File: src/design/rox_pkg.sv
// package of constants and types for the registered octal bus transceiver
package rox_pkg;
   // ------------------------------------------------------------
   // widths and depths
   // ------------------------------------------------------------
   localparam int ROX_DATA_W = 8;
   localparam int ROX_LOG_DEPTH = 16;
   localparam int ROX_LOG_W = ROX_DATA_W + 1;
   // ------------------------------------------------------------
   // values after reset
   // ------------------------------------------------------------
   localparam logic [7:0] ROX_STORE_RST = 8'h00;
   localparam logic ROX_CLK_PREV_RST = 1'h1;
   // ------------------------------------------------------------
   // capture log record layout
   // ------------------------------------------------------------
   localparam int ROX_LOG_SIDE_BIT = 8;
   localparam logic ROX_SIDE_A = 1'h0;
   localparam logic ROX_SIDE_B = 1'h1;
   // ------------------------------------------------------------
   // bus modes
   // ------------------------------------------------------------
   typedef enum logic [1:0] {
      ROX_ISOLATE = 2'b00,
      ROX_DRIVE_B = 2'b01,
      ROX_DRIVE_A = 2'b10
   } rox_mode_t;
endpackage : rox_pkg

File: src/design/rox_transceiver.sv
// registered octal bus transceiver with capture log fifo
`timescale 1ns/1ns

// ------------------------------------------------------------
// capture log fifo
// ------------------------------------------------------------
module rox_fifo #(
   parameter int WIDTH = 9,
   parameter int DEPTH = 16
) (
   input wire logic clk,
   input wire logic rst_n,
   input wire logic [WIDTH-1:0] in_data,
   input wire logic in_valid,
   output logic in_ready,
   output logic [WIDTH-1:0] out_data,
   output logic out_valid,
   input wire logic out_ready
);
   localparam int AW = $clog2(DEPTH);
   logic [WIDTH-1:0] mem [DEPTH];
   logic [AW-1:0] wr_ptr;
   logic [AW-1:0] rd_ptr;
   logic [AW:0] count;
   logic push;
   logic pop;

   assign in_ready = (count != (AW+1)'(DEPTH));
   assign out_valid = (count != '0);
   assign push = in_valid && in_ready;
   assign pop = out_valid && out_ready;
   assign out_data = mem[rd_ptr];

   always_ff @(posedge clk) begin
      if (push) begin
         mem[wr_ptr] <= in_data;
      end
   end

   always_ff @(posedge clk or negedge rst_n) begin
      if (!rst_n) begin
         wr_ptr <= '0;
         rd_ptr <= '0;
         count <= '0;
      end else begin
         if (push) begin
            wr_ptr <= (wr_ptr == AW'(DEPTH - 1)) ? '0 : wr_ptr + 1'b1;
         end
         if (pop) begin
            rd_ptr <= (rd_ptr == AW'(DEPTH - 1)) ? '0 : rd_ptr + 1'b1;
         end
         count <= count + (AW+1)'(push) - (AW+1)'(pop);
      end
   end
endmodule : rox_fifo

// ------------------------------------------------------------
// transceiver top
// ------------------------------------------------------------
module rox_transceiver
   import rox_pkg::*;
#(
   parameter int DATA_W = ROX_DATA_W,
   parameter int LOG_DEPTH = ROX_LOG_DEPTH
) (
   input wire logic clk,
   input wire logic rst_n,
   input wire logic output_enable_n,
   input wire logic direction_control,
   input wire logic a_to_b_clock,
   input wire logic b_to_a_clock,
   input wire logic a_to_b_source_select,
   input wire logic b_to_a_source_select,
   input wire logic [DATA_W-1:0] a_bus_in,
   output logic [DATA_W-1:0] a_bus_out,
   output logic a_bus_oe,
   input wire logic [DATA_W-1:0] b_bus_in,
   output logic [DATA_W-1:0] b_bus_out,
   output logic b_bus_oe,
   output logic [DATA_W-1:0] a_stored_register_value,
   output logic [DATA_W-1:0] b_stored_register_value,
   output logic [DATA_W:0] log_data,
   output logic log_valid,
   input wire logic log_ready,
   output logic log_accept
);
   // ------------------------------------------------------------
   // clock edge detection
   // ------------------------------------------------------------
   logic ab_prev;
   logic ba_prev;
   logic ab_rise;
   logic ba_rise;
   rox_mode_t mode;
   logic [DATA_W:0] log_in_data;
   logic log_in_valid;

   // prev starts high so a clock already high at release is no edge
   always_ff @(posedge clk or negedge rst_n) begin
      if (!rst_n) begin
         ab_prev <= ROX_CLK_PREV_RST;
         ba_prev <= ROX_CLK_PREV_RST;
      end else begin
         ab_prev <= a_to_b_clock;
         ba_prev <= b_to_a_clock;
      end
   end

   assign ab_rise = a_to_b_clock && !ab_prev;
   assign ba_rise = b_to_a_clock && !ba_prev;

   // ------------------------------------------------------------
   // storage registers
   // ------------------------------------------------------------
   // captures ignore mode so both stay live in every mode
   always_ff @(posedge clk or negedge rst_n) begin
      if (!rst_n) begin
         a_stored_register_value <= DATA_W'(ROX_STORE_RST);
      end else if (ab_rise) begin
         a_stored_register_value <= a_bus_in;
      end
   end

   always_ff @(posedge clk or negedge rst_n) begin
      if (!rst_n) begin
         b_stored_register_value <= DATA_W'(ROX_STORE_RST);
      end else if (ba_rise) begin
         b_stored_register_value <= b_bus_in;
      end
   end

   // ------------------------------------------------------------
   // direction and output mux
   // ------------------------------------------------------------
   always_comb begin
      if (output_enable_n) begin
         mode = ROX_ISOLATE;
      end else if (direction_control) begin
         mode = ROX_DRIVE_B;
      end else begin
         mode = ROX_DRIVE_A;
      end
   end

   always_comb begin
      a_bus_oe = 1'b0;
      b_bus_oe = 1'b0;
      unique case (mode)
         ROX_ISOLATE: begin
         end
         ROX_DRIVE_B: b_bus_oe = 1'b1;
         ROX_DRIVE_A: a_bus_oe = 1'b1;
         default: begin
         end
      endcase
   end

   // live path is combinational, stored path follows the register
   assign b_bus_out = a_to_b_source_select ? a_stored_register_value : a_bus_in;
   assign a_bus_out = b_to_a_source_select ? b_stored_register_value : b_bus_in;

   // ------------------------------------------------------------
   // capture log
   // ------------------------------------------------------------
   // one record per cycle; if both clocks rise together A wins the log
   always_comb begin
      log_in_valid = ab_rise || ba_rise;
      log_in_data = '0;
      if (ab_rise) begin
         log_in_data = {ROX_SIDE_A, a_bus_in};
      end else if (ba_rise) begin
         log_in_data = {ROX_SIDE_B, b_bus_in};
      end
   end

   rox_fifo #(
      .WIDTH(DATA_W + 1),
      .DEPTH(LOG_DEPTH)
   ) u_log (
      .clk(clk),
      .rst_n(rst_n),
      .in_data(log_in_data),
      .in_valid(log_in_valid),
      .in_ready(log_accept),
      .out_data(log_data),
      .out_valid(log_valid),
      .out_ready(log_ready)
   );
endmodule : rox_transceiver

File: config.mk
export PLATFORM = sky130hd
export DESIGN_NAME = rox_transceiver
export DESIGN_NICKNAME = d
export VERILOG_FILES = /design/src/design/rox_pkg.sv /design/src/design/rox_transceiver.sv
export SDC_FILE = /design/constraint.sdc
export NUM_CORES = 1
export LEC_CHECK = 0
export BUFFER_PORTS_ARGS = -buffer_cell sky130_fd_sc_hd__buf_2
export CAP_MARGIN = 5
export CORE_MARGIN = 8
export CORE_UTILIZATION = 60
export CTS_BUF_LIST = sky130_fd_sc_hd__clkbuf_8
export CTS_CLUSTER_DIAMETER = 120
export DETAILED_ROUTE_END_ITERATION = 12
export GPL_ROUTABILITY_DRIVEN = 0
export PLACE_DENSITY_LB_ADDON = 0.08
export SKIP_LAST_GASP = 1
export SYNTH_ARGS = -nofsm -noshare
export SYNTH_HDL_FRONTEND = slang
export SYNTH_SLANG_ARGS = --single-unit
File: constraint.sdc
create_clock -name clk -period 3.7 [get_ports clk]
set_input_delay 0.74 -clock clk [delete_from_list [all_inputs] [get_ports clk]]
set_output_delay 0.74 -clock clk [all_outputs]
set_load 0.02 [all_outputs]
==> run_results.csv <==
group,metric,value,unit
setup_path,worstPathBufferInverterCount,2,
clock_network,ctsHoldBuffers,0,
final_layout,drive_above_1_share,34.3,%
clock_network,post_cts_resized,0,
setup_path,worst_setup_path_start_kind,"register",
drt,wl_per_cell,22.0,um
status,outcome,"completed",
clock_network,clock_path_buffers,2,
clock_network,tritoncts,"done",
grt,grt_pass1_vias,4143,
setup_path,path_class,"register to output pin",
clock_network,h-tree-depth,4,
yosys,syn_inst,426,
grt,grt_pass1_wl,23.0,mm
timing,rsz0062_at_grt,"no",
clock_network,clk_latency,0.46,ns
setup_path,critical_path.top_delay_family,"flip-flops",
setup_path,r2r-end,"u_log.count[4]",
clock_network,clock-sinks,175,
setup_path,crit_cells,6,
timing,timing.max_slew.rel_slack,38.4,%
setup_path,cp.arrival,2.64,ns
drt,vias_per_cell,5.96,
yosys,synth_fp_nets,463,
drt,ant_nets,0,
place,io_buffers,69,
die,fp-row-count,40,
timing,hold_violations,0,
die,die_w,126,um
pwr,p_leak,3.15,nW
timing,fmax,296,MHz
timing,slew_violations,0,
setup_path,crit_path_start,"u_log.rd_ptr[0]",
timing,fin_crit_sh,91.4,%
clock_network,numCtsBuffers,17,
timing,finClkSkew,0.0120,ns
setup_path,max_stage_delay,0.89,ns
final_layout,final_cell_mix,"edfxtp_1 (144), buf_2 (69), mux2i_1 (36), mux2_2 (32), dfrtp_1 (28)",
drt,drc,0,
yosys,yosysSeqAreaShare,69.8,%
setup_path,r2r_start,"u_log.count[2]",
timing,min_period,3.38,ns
drt,routed_wl,14.9,mm
setup_path,worstPathCellList,"buf_4 > mux2i_1 > a221oi_1 > o21ai_0 > nand2_1 > buf_2",
grt,grt_antenna_before_repair,0,
final_layout,n_antenna_cell,0,
yosys,synth_area,7310,um^2
drt,vias,4020,
grt,grt_start_max_net_pins,40,
setup_path,crit_end,"log_data[4]",
setup_path,slowest_stage,"dfrtp_4",
die,design.die.area,16000,um^2
final_layout,area_growth,13.4,%
drt,first_pass_iters,5,
grt,grt-ovfl-total,0,
timing,fin_setup_tns,0,ns
clock_network,postCtsSetupBuffers,0,
die,die_h,126,um
clock_network,clock-root-buffer,"clkbuf_8",
place,dp_hpwl,10.1,mm
die,coreArea,12000,um^2
yosys,syn_area_per_cell,17.2,um^2
setup_path,r2r_cells,13,
yosys,yosysWarnings,0,
pwr,p_per_area,706,nW/um^2
run,maxCapViolations,0,
die,num_io_pins,70,
setup_path,ff2ff_setup_slack,0.91,ns
clock_network,path_clk_slew,0.10,ns
worst_hold_path,hp-class,"input pin to asynchronous set/reset pin",
timing,worst_slack,0.317,ns
final_layout,nets,552,
timing,finalSetupViolCount,0,
yosys,ys_types,37,
setup_path,cp_data_required_time,2.96,ns
yosys,ys_ff_latch,175,
grt,grtUsageTotal,19.4,%
pwr,ir_worst_vdd,0.000382,V
setup_path,cp-end-kind,"output pin",
final_layout,fillCellCount,799,
die,start_util,61.1,%
setup_path,path_max_fanout,39,
timing,worstMarginPinSlew,0.920,ns
drt,drtIter0Drc,352,
place,post-place-ws,0.796,ns
final_layout,layout_commonest_cell,"edfxtp_1",
==> worst min-delay path by stage <==
stage,start,to,cells past startpoint
floorplan,rst_n,a_stored_register_value[0],0
global placement,a_stored_register_value[2],a_stored_register_value[2],1
detailed placement,a_stored_register_value[5],a_stored_register_value[5],1
CTS,rst_n,a_stored_register_value[7],1
global route,b_to_a_clock,ba_prev,1
finish,rst_n,a_stored_register_value[7],1
==> layout make-up <==
class                      count  area (um^2)  area share [%]
sequential                   175         5110            61.6
multi-input combinational    215         2030            24.5
inverter                      12         45.0           0.543
clock buffer                  17          234            2.82
tap                          147          184            2.22
timing repair buffer          94          533            6.43
clock inverter                15          153            1.84
==> registers in the layout, indices dropped and copies added (netlist names) <==
name	cells
a_stored_register_value	8
ab_prev	1
b_stored_register_value	8
ba_prev	1
u_log.count	5
u_log.mem	144
u_log.rd_ptr	4
u_log.wr_ptr	4
==> metal layers <==
| layer | global-route usage (%) | wire, um |
|---|---|---|
| met1 | 25.1 | 6380 |
| met2 | 31.2 | 7220 |
| met3 | 4.48 | 927 |
| met4 | 8.07 | 325 |
| met5 | 0 | 0 |
==> through the flow <==
step	instance area (um^2)	util (%)	cells	hold WS (ns)	power (mW)
2_1_floorplan	7310	-	426	0.444	4.05
3_3_place_gp	7900	66.1	643	0.502	4.58
3_5_place_dp	7900	66.1	643	0.510	4.63
4_1_cts	8290	69.3	675	0.345	5.90
5_1_grt	8290	69.3	675	0.366	6.16
6_report	8290	69.3	675	0.338	5.85
==> worst reg2reg max path: cells and delay by family, from the launching register on <==
family / cells / cell delay [ns]
compound gates: 2 / 0.21
buf+inv: 4 / 0.27
xor+xnor: 1 / 0.13
fa+ha+maj: 4 / 1.02
flops: 1 / 0.39
simple gates: 2 / 0.68
==> cell families after synthesis <==
logic type	share of synthesized area [%]
flip-flops	69.8
multiplexers	15.8
AO/OA/AOI/OAI	5.79
AND/OR/NAND/NOR	3.35
buffers and inverters	2.36
adder cells (fa/ha/maj)	2.16
XOR/XNOR	0.719
==> cell usage after synthesis <==
cell type,count,area share [%]
edfxtp_1,144,59
a221oi_1,18,2.2
mux4_2,18,5.5
xnor2_1,4,0.48
xor2_1,2,0.24
clkinv_1,1,0.051
nand2_1,18,0.92
and2_1,1,0.086
ha_1,11,1.9
a22oi_1,10,1.0
mux2i_1,36,4.9
dfrtp_1,29,9.9
buf_6,3,0.46
o21ai_0,12,0.82
inv_1,11,0.56
o31ai_1,1,0.10
nor3b_1,1,0.10
dfstp_2,2,0.72
and2_4,1,0.12
buf_2,9,0.62
nor2_1,14,0.72
nor2b_1,3,0.26
mux2_4,2,0.41
nor3_1,5,0.34
clkbuf_1,9,0.46
or4b_4,1,0.19
a22o_1,9,1.1
mux2_2,32,4.9
a31oi_1,1,0.086
nand3_1,4,0.27
buf_1,2,0.10
nand2b_1,4,0.34
buf_4,1,0.10
fa_1,1,0.27
a21o_1,2,0.21
a21oi_1,3,0.21
o21bai_1,1,0.10
==> power by group <==
group | switching [mW] | internal, mW | total [mW]
Combinational | 1.06 | 0.847 | 1.91
Clock | 0.718 | 0.559 | 1.28
Sequential | 0.296 | 2.38 | 2.67
Power figures use the tool's default switching activity.
